==> src/wdg_pkg.sv <==
package wdg_pkg;

  // Register byte offsets on the APB.
  localparam logic [7:0] WDG_CTRL_OFS   = 8'h00;
  localparam logic [7:0] WDG_OPTION_OFS = 8'h04;
  localparam logic [7:0] WDG_STATUS_OFS = 8'h08;

  // Watchdog control fields and reset value.
  localparam int         WDG_SOFT_EN_BIT = 0;
  localparam int         WDG_PS_LSB      = 1;
  localparam int         WDG_PS_MSB      = 4;
  localparam logic [4:0] WDG_CTRL_RST    = 5'h08;

  // Timer option fields and reset value.
  localparam int         WDG_PSA_BIT    = 3;
  localparam int         WDG_SPS_LSB    = 0;
  localparam int         WDG_SPS_MSB    = 2;
  localparam logic [7:0] WDG_OPTION_RST = 8'hFF;

  // Status fields.
  localparam int WDG_PD_BIT = 3;
  localparam int WDG_TO_BIT = 4;

  // Prescale figures.
  localparam logic [16:0] WDG_BASE_RATIO = 17'h00020;
  localparam logic [3:0]  WDG_PS_MAX     = 4'hB;

  // Time base of the watchdog oscillator and the bus clock.
  localparam int WDG_LFO_HZ  = 31000;
  localparam int WDG_PCLK_HZ = 10000000;
  localparam int WDG_PCLK_PER_LFO = WDG_PCLK_HZ / WDG_LFO_HZ;

  // System clock sources.
  typedef enum logic [2:0] {
    WDG_CLK_LP     = 3'h0,
    WDG_CLK_XT     = 3'h1,
    WDG_CLK_HS     = 3'h2,
    WDG_CLK_EXTERNAL_RC_CLOCK  = 3'h3,
    WDG_CLK_INTERNAL_OSCILLATOR = 3'h4,
    WDG_CLK_EXTERNAL_CLOCK_INPUT = 3'h5,
    WDG_CLK_SECOSC = 3'h6
  } wdg_clk_src_t;

  // Core events seen by the watchdog, each a one-cycle pulse but the
  // start-up timer activity, which is a level.
  typedef struct packed {
    logic clear_watchdog_instruction;
    logic sleep_instruction;
    logic wake_interrupt;
    logic osc_fail;
    logic oscillator_startup_timer;
    logic startup_done;
  } wdg_evt_t;

  // Power state flags as seen in the core status register.
  typedef struct packed {
    logic timeout_flag;
    logic power_down_flag;
  } wdg_flags_t;

endpackage

==> src/wdg_top.sv <==
`timescale 1ns/1ps
// Function
// - Counter advances only on low-frequency oscillator ticks.
// - Dedicated 16-bit prescaler precedes time-out.
// - Shared 8-bit prescaler serves watchdog or timer.
// - Time-out spans about 1 ms to 268 s.
// - Reset loads period 0100, soft enable off.
// - Watchdog held cleared while start-up timer counts.
// - Fuse set runs watchdog, soft enable ignored.
// - Fuse clear lets soft enable start/stop.
// - Clear when disabled, instruction, oscillator fail, wake.
// - Crystal wake keeps counter cleared until start-up ends.
// - Period field selects 1:32 to 1:65536.
// - Bit 0 is soft enable, resets zero.
// - Control bits 7 to 5 read zero.
// - Stable flag ignores watchdog use of oscillator.
// - Sleep entered only by sleep instruction.
// - Sleep entry clears counter, counting continues.
// - Sleep entry clears power-down, sets time-out flag.
// - Sleep entry switches main oscillator driver off.
// - Port pins keep drive state during sleep.
// - Watchdog reset never drives master clear low.
// - Any wake from sleep clears the counter.
// - Watchdog wake clears time-out flag, execution continues.
module wdg_top
  import wdg_pkg::*;
(
  // Clock, reset and enable.
  input  wire  logic         pclk,
  input  wire  logic         presetn,
  input  wire  logic         clk_en,
  // APB slave.
  input  wire  logic         psel,
  input  wire  logic         penable,
  input  wire  logic         pwrite,
  input  wire  logic [7:0]   paddr,
  input  wire  logic [31:0]  pwdata,
  output logic               pready,
  output logic [31:0]        prdata,
  output logic               pslverr,
  // Configuration and oscillator.
  input  wire  logic         watchdog_fuse_enable,
  input  wire  wdg_clk_src_t sys_clk_src,
  input  wire  logic         low_freq_internal_osc,
  input  wire  logic         lfo_other_request,
  input  wire  logic         lfo_ready,
  // Core events.
  input  wire  wdg_evt_t     evt,
  // Port pins before the sleep hold.
  input  wire  logic [7:0]   port_out_in,
  input  wire  logic [7:0]   port_oe_in,
  // Results.
  output wdg_flags_t         flags,
  output logic               watchdog_reset,
  output logic               watchdog_wake,
  output logic               asleep,
  output logic               main_osc_drive_en,
  output logic               lfo_enable,
  output logic               low_osc_stable_flag,
  output logic               timer_owns_prescaler,
  output logic [7:0]         port_out,
  output logic [7:0]         port_oe,
  output logic               master_clear_pin_out,
  output logic               master_clear_pin_oe
);

  logic [4:0]  ctrl_q;
  logic [7:0]  option_q;
  logic [15:0] pre_q;
  logic [7:0]  post_q;
  logic        hold_q;
  logic        asleep_q;
  logic        to_q;
  logic        pd_q;
  logic        rst_q;
  logic        wake_q;
  logic        osc_q;
  logic        lfo_en_q;
  logic        lts_q;
  logic [7:0]  port_out_q;
  logic [7:0]  port_oe_q;
  logic        pready_q;
  logic [31:0] prdata_q;
  logic        pslverr_q;

  logic        wdt_en;
  logic        crystal;
  logic        sleep_go;
  logic        wake_irq;
  logic        clr_cnt;
  logic [3:0]  ps_sel;
  logic [16:0] ratio;
  logic [15:0] pre_last;
  logic        pre_term;
  logic [7:0]  post_last;
  logic        timeout;
  logic        bus_acc;
  logic        bus_wr;
  logic        addr_ok;

  assign wdt_en   = watchdog_fuse_enable | ctrl_q[WDG_SOFT_EN_BIT];
  assign crystal  = (sys_clk_src == WDG_CLK_XT) ||
                    (sys_clk_src == WDG_CLK_HS) ||
                    (sys_clk_src == WDG_CLK_LP);
  assign sleep_go = evt.sleep_instruction & ~asleep_q;
  assign wake_irq = evt.wake_interrupt & asleep_q & ~sleep_go;

  // Selected ratio of the dedicated prescaler; reserved codes act as the
  // largest ratio.
  assign ps_sel   = (ctrl_q[WDG_PS_MSB:WDG_PS_LSB] > WDG_PS_MAX) ?
                    WDG_PS_MAX : ctrl_q[WDG_PS_MSB:WDG_PS_LSB];
  assign ratio    = WDG_BASE_RATIO << ps_sel;
  assign pre_last = 16'(ratio - 17'h00001);
  assign pre_term = low_freq_internal_osc && (pre_q == pre_last);

  // The shared prescaler adds 1:1 to 1:128 only when assigned here.
  assign post_last = 8'((9'h001 << option_q[WDG_SPS_MSB:WDG_SPS_LSB]) -
                        9'h001);
  assign timeout  = pre_term &&
                    (~option_q[WDG_PSA_BIT] || (post_q == post_last));

  // Everything that holds the ripple counter and prescalers at zero.
  assign clr_cnt  = ~wdt_en
                  | evt.clear_watchdog_instruction
                  | evt.osc_fail
                  | evt.oscillator_startup_timer
                  | hold_q
                  | sleep_go
                  | wake_irq;
  // A watchdog wake clears both counters through the terminal count.

  assign bus_acc  = psel & penable & pready_q;
  assign bus_wr   = bus_acc & pwrite & ~pslverr_q;
  assign addr_ok  = (paddr == WDG_CTRL_OFS) || (paddr == WDG_OPTION_OFS) ||
                    (paddr == WDG_STATUS_OFS);

  // Dedicated 16-bit prescaler.
  always_ff @(posedge pclk or negedge presetn) begin
    if (!presetn) begin
      pre_q <= 16'h0000;
    end else if (clk_en) begin
      if (clr_cnt || pre_term) begin
        pre_q <= 16'h0000;
      end else if (low_freq_internal_osc) begin
        pre_q <= pre_q + 16'h0001;
      end
    end
  end

  // Shared 8-bit prescaler, counting for the watchdog only when assigned.
  always_ff @(posedge pclk or negedge presetn) begin
    if (!presetn) begin
      post_q <= 8'h00;
    end else if (clk_en) begin
      if (clr_cnt || timeout || ~option_q[WDG_PSA_BIT]) begin
        post_q <= 8'h00;
      end else if (pre_term) begin
        post_q <= post_q + 8'h01;
      end
    end
  end

  // Crystal wake keeps the watchdog cleared until start-up completes.
  always_ff @(posedge pclk or negedge presetn) begin
    if (!presetn) begin
      hold_q <= 1'b0;
    end else if (clk_en) begin
      if ((wake_irq || (timeout && asleep_q && !clr_cnt)) && crystal) begin
        hold_q <= 1'b1;
      end else if (evt.startup_done) begin
        hold_q <= 1'b0;
      end
    end
  end

  // Sleep state and main oscillator driver.
  always_ff @(posedge pclk or negedge presetn) begin
    if (!presetn) begin
      asleep_q <= 1'b0;
      osc_q    <= 1'b1;
    end else if (clk_en) begin
      if (sleep_go) begin
        asleep_q <= 1'b1;
        osc_q    <= 1'b0;
      end else if (wake_irq || (timeout && asleep_q && !clr_cnt)) begin
        asleep_q <= 1'b0;
        osc_q    <= 1'b1;
      end
    end
  end

  // Status flags; power-on leaves both set.
  always_ff @(posedge pclk or negedge presetn) begin
    if (!presetn) begin
      to_q <= 1'b1;
      pd_q <= 1'b1;
    end else if (clk_en) begin
      if (sleep_go) begin
        to_q <= 1'b1;
        pd_q <= 1'b0;
      end else if (evt.clear_watchdog_instruction) begin
        to_q <= 1'b1;
        pd_q <= 1'b1;
      end else if (timeout && !clr_cnt) begin
        to_q <= 1'b0;
      end
    end
  end

  // Reset and wake pulses from a time-out.
  always_ff @(posedge pclk or negedge presetn) begin
    if (!presetn) begin
      rst_q  <= 1'b0;
      wake_q <= 1'b0;
    end else if (clk_en) begin
      rst_q  <= timeout & ~clr_cnt & ~asleep_q;
      wake_q <= timeout & ~clr_cnt & asleep_q;
    end
  end

  // Oscillator request and its stable flag.
  always_ff @(posedge pclk or negedge presetn) begin
    if (!presetn) begin
      lfo_en_q <= 1'b0;
      lts_q    <= 1'b0;
    end else if (clk_en) begin
      lfo_en_q <= wdt_en | lfo_other_request;
      lts_q    <= lfo_other_request & lfo_ready;
    end
  end

  // Port drive state follows the core while awake and freezes in sleep.
  always_ff @(posedge pclk or negedge presetn) begin
    if (!presetn) begin
      port_out_q <= 8'h00;
      port_oe_q  <= 8'h00;
    end else if (clk_en && !asleep_q && !sleep_go) begin
      port_out_q <= port_out_in;
      port_oe_q  <= port_oe_in;
    end
  end

  // Registers written by software.
  always_ff @(posedge pclk or negedge presetn) begin
    if (!presetn) begin
      ctrl_q   <= WDG_CTRL_RST;
      option_q <= WDG_OPTION_RST;
    end else if (clk_en && bus_wr) begin
      if (paddr == WDG_CTRL_OFS) begin
        ctrl_q <= pwdata[4:0];
      end
      if (paddr == WDG_OPTION_OFS) begin
        option_q <= pwdata[7:0];
      end
    end
  end

  // APB answer: one wait cycle, then ready for one cycle.
  always_ff @(posedge pclk or negedge presetn) begin
    if (!presetn) begin
      pready_q  <= 1'b0;
      prdata_q  <= 32'h00000000;
      pslverr_q <= 1'b0;
    end else if (clk_en) begin
      if (psel && penable && !pready_q) begin
        pready_q  <= 1'b1;
        pslverr_q <= ~addr_ok;
        prdata_q  <= 32'h00000000;
        if (!pwrite) begin
          case (paddr)
            WDG_CTRL_OFS: begin
              prdata_q <= {27'h0000000, ctrl_q};
            end
            WDG_OPTION_OFS: begin
              prdata_q <= {24'h000000, option_q};
            end
            WDG_STATUS_OFS: begin
              prdata_q <= {27'h0000000, to_q, pd_q, 3'h0};
            end
            default: begin
              prdata_q <= 32'h00000000;
            end
          endcase
        end
      end else begin
        pready_q  <= 1'b0;
        pslverr_q <= 1'b0;
      end
    end
  end

  assign pready               = pready_q;
  assign prdata               = prdata_q;
  assign pslverr              = pslverr_q;
  assign flags                = '{timeout_flag: to_q, power_down_flag: pd_q};
  assign watchdog_reset       = rst_q;
  assign watchdog_wake        = wake_q;
  assign asleep               = asleep_q;
  assign main_osc_drive_en    = osc_q;
  assign lfo_enable           = lfo_en_q;
  assign low_osc_stable_flag  = lts_q;
  assign timer_owns_prescaler = ~option_q[WDG_PSA_BIT];
  assign port_out             = port_out_q;
  assign port_oe              = port_oe_q;
  // The reset stays internal; the pin is never driven.
  assign master_clear_pin_out = 1'b0;
  assign master_clear_pin_oe  = 1'b0;

endmodule

==> config.mk <==
export PLATFORM = sky130hd
export DESIGN_NAME = wdg_top
export DESIGN_NICKNAME = d
export VERILOG_FILES = /design/src/wdg_pkg.sv /design/src/wdg_top.sv
export SDC_FILE = /design/constraint.sdc
export NUM_CORES = 1
export LEC_CHECK = 0
export ABC_AREA = 1
export BUFFER_PORTS_ARGS = -buffer_cell sky130_fd_sc_hd__buf_2
export CORE_ASPECT_RATIO = 1.75
export CORE_MARGIN = 5
export CORE_UTILIZATION = 30
export DETAILED_ROUTE_END_ITERATION = 8
export HOLD_SLACK_MARGIN = 0.1
export PLACE_DENSITY = 0.57
export SLEW_MARGIN = 40
export SYNTH_ARGS = -nofsm -noshare
export SYNTH_HDL_FRONTEND = slang
export SYNTH_SLANG_ARGS = --single-unit
==> constraint.sdc <==
create_clock -name pclk -period 2.4 [get_ports pclk]
set_input_delay 0.24 -clock pclk [delete_from_list [all_inputs] [get_ports pclk]]
set_output_delay 0.24 -clock pclk [all_outputs]
set_load 0.01 [all_outputs]
==> results.py <==
metrics = {
    "logic_synthesis": {
        "synth_area_leaders": "dfrtp_1, nand2_1, dfstp_2",
        "synth_xor_area_frac": 0.0319,
        "synth_edf_count": 0,
        "syn_area_um2": 4120,
        "synth_top_area_frac": 0.364,
        "syn-instance-count": 502,
        "synth_top_family_by_area": "simple AND/OR/NAND/NOR gates",
        "yosys_warnings": 0,
        "synth_compound_area_frac": 0.0886,
        "yosysUniqueCellTypes": 40,
        "synth-seq-area-share": 0.441,
        "synth.ff_latch_count": 72,
        "ys.flop_type": "dfrtp_1",
        "async_flop_share": 1.00,
        "synth_simple_gate_area_frac": 0.262,
        "syn_area_per_cell_um2": 8.22,
        "yosysTopAreaCell": "dfrtp_1",
        "synth_adder_area_share": 0.00910,
        "synthMuxAreaShare": 0.0437,
    },
    "floorplan": {
        "core_region_area_um2": 13500,
        "die_x_um": 98.6,
        "die_h_um": 165,
        "row_count": 56,
        "die_area_um2": 16300,
        "initial_utilization": 0.307,
        "io_pins": 136,
    },
    "global_routing": {
        "grt_pass1_vias": 3651,
        "grt_pass1_wl_um": 17100,
        "overflow": 0,
        "grt_start_max_net_pins": 73,
        "antenna_found_initial": 0,
        "grt_usage": 0.132,
    },
    "worst_setup_path": {
        "critPathKind": "reg -> reg",
        "setup.worst_path.end_class": "flop",
        "cp.required_ns": 2.63,
        "path_max_fanout": 4,
        "critPathArrivalTime_ns": 2.68,
        "regToRegStartpoint": "ctrl_q[3]",
        "endpoint": "pre_q[8]",
        "startpoint": "ctrl_q[3]",
        "start_kind": "flop",
        "r2r_end": "pre_q[8]",
        "r2r_slack_ns": -0.05,
        "ff2ff_path_depth": 20,
    },
    "sta": {
        "skew_ns": 0.00699,
        "timing.fmax_ghz": 0.408,
        "final-hold-violation-count": 0,
        "final.min_clock_period_ns": 2.45,
        "slew_headroom": 0.541,
        "worst_pin_slew_ns": 0.686,
        "final-max-slew-violation-count": 0,
        "setup_ws_ns": -0.0538,
        "rsz0062_at_grt": "true",
        "fin_crit_sh": 1.02,
        "setup_violations": 18,
    },
    "clock_network": {
        "cts_tree": "yes",
        "clk_latency_ns": 0.34,
        "cts_root_buf": "clkbuf_16",
        "clkTransAtPathRegs_ns": 0.06,
        "cts.sinks": 72,
        "cts_made_buffers": 9,
        "cts-htree-levels": 3,
        "clock_path_buffers": 2,
    },
    "power": {
        "pwr_density_cell_nw_per_um2": 698,
        "ir_drop_uv": 463,
        "sw_frac_of_total": 0.275,
        "p_seq_frac": 0.405,
        "power_frac_comb": 0.203,
        "power_frac_clock": 0.392,
        "p_int_w": 0.00265,
        "p_leak_nw": 2.61,
        "p_switching_w": 0.00100,
        "total_power_w": 0.00366,
    },
    "layout": {
        "nets": 694,
        "area_delta_synth_final_pct": 27.1,
        "mostFrequentLayoutCell": "nand2_1",
        "instances_no_fill": 795,
        "final_cell_mix": "nand2_1, buf_2, dfrtp_1",
        "antenna_cells": 0,
        "final_layout_size_suffix_gt1_frac": 0.335,
        "fillers": 1439,
    },
    "route": {
        "drtIter0Drc": 170,
        "avgViaCountPerCell": 4.53,
        "drc_errors": 0,
        "drt_first_pass_iters": 4,
        "num_vias": 3599,
        "detail-route-antenna-nets": 0,
        "wire_per_inst_um": 13.4,
        "wl_um": 10700,
    },
    "placed_design": {
        "place_hpwl_um": 8230,
        "gp_congestion": 0.844,
        "dpl.cell_count": 770,
        "numPortBuffers": 85,
    },
    "status": {
        "outcome": "finished, violations left",
        "violations": "setup timing",
    },
    "job": {
        "drv_cap": 0,
    },
    "hold_path": {
        "min_path_type": "in -> reg",
    },
}
-- cells by family after synthesis --
kind of cell / count (synthesis)
compound gates: 61
xor+xnor: 15
fa+ha+maj: 3
buf+inv: 96
flops: 72
mux: 16
other cells: 1
simple gates: 238
-- per-layer routing --
metal	wire length (um)	GRT usage
met1	4040	0.140
met2	5620	0.237
met3	536	0.0332
met4	475	0.0764
met5	0	0
-- area by class of cell --
class / count / area [um^2] / area share
multi-input combinational: 360 / 1980 / 0.377
sequential: 72 / 1820 / 0.347
timing repair buffer: 113 / 676 / 0.129
clock buffer: 11 / 233 / 0.0444
inverter: 59 / 230 / 0.0439
tap: 174 / 218 / 0.0415
clock inverter: 5 / 82.6 / 0.0158
timing repair inverter: 1 / 7.51 / 0.00143
-- critical path, stage by stage (launching register included) --
cell and delay [ns]:
dfstp_2 0.60, inv_4 0.05, nand3_4 0.09, inv_4 0.05
nand2_4 0.06, ha_4 0.20, nand2_2 0.06, inv_2 0.03
nor2_1 0.07, nand3_1 0.07, nor2_1 0.09, nand2_1 0.07
nor2_2 0.09, nand3_2 0.09, nor2_4 0.14, nor2_4 0.06
nor2_8 0.14, buf_12 0.12, clkinvlp_4 0.12, nand2_1 0.10
a21oi_2 0.03
-- flip-flops by register name, indices dropped and copies added, names as in the netlist, 5 cells and up --
name,count
port_oe,8
ctrl_q,5
prdata,8
pre_q,16
option_q,8
port_out,8
post_q,8
-- worst min path at each step --
| stage | endpoint | cells past startpoint | start | slack (ns) |
|---|---|---|---|---|
| finish | port_oe[7] | 2 | port_oe_in[7] | 0.13 |
| detailed placement | prdata[1] | 2 | presetn | 0.31 |
| floorplan | asleep | 0 | presetn | -0.06 |
| global route | port_oe[7] | 2 | port_oe_in[7] | 0.13 |
| global placement | prdata[2] | 2 | presetn | 0.29 |
| CTS | port_out[5] | 2 | port_out_in[5] | 0.12 |
-- per-stage QoR --
| stage | util | worst slack [ns] | hold WS (ns) | area, um^2 | TNS (ns) |
|---|---|---|---|---|---|
| after floorplan | - | 0.0324 | -0.0556 | 4220 | 0 |
| after global placement | 0.354 | -0.0374 | 0.295 | 4760 | -0.319 |
| after detailed placement | 0.354 | -0.0947 | 0.306 | 4760 | -0.619 |
| after CTS | 0.382 | -0.0287 | 0.118 | 5140 | -0.127 |
| after global routing | 0.390 | -0.251 | 0.127 | 5240 | -4.87 |
| final | 0.390 | -0.0538 | 0.131 | 5240 | -0.590 |
-- synth_stat cells, types with 6 or more instances --
| master | count |
|---|---|
| dfstp_2 | 12 |
| mux2_2 | 16 |
| dfrtp_1 | 60 |
| nand3_1 | 31 |
| buf_4 | 28 |
| nand2_2 | 7 |
| xor2_1 | 12 |
| nand2_1 | 124 |
| o21ai_0 | 30 |
| nor2_1 | 42 |
| inv_1 | 54 |
| a21oi_1 | 16 |
| o21ai_2 | 6 |
| nor3_1 | 10 |
| nand4_1 | 7 |
-- what timing repair did --
action,CTS,global route
hold buffers,1,0
setup endpoints to repair,20,30
pin swaps,1,6
gates cloned,1,1
endpoints found under the hold margin,60,0
resized for setup,7,22
setup buffers,3,3
-- power by group through the flow --
stage | logic [W] | registers, W | clock network [W]
after global placement | 0.000728 | 0.00149 | 0
after floorplan | 0.000351 | 0.00158 | 0
after global routing | 0.000816 | 0.00151 | 0.00151
after CTS | 0.000746 | 0.00148 | 0.00147
final | 0.000741 | 0.00148 | 0.00143
after detailed placement | 0.000738 | 0.00150 | 0
(Power assumes the default switching activity.)
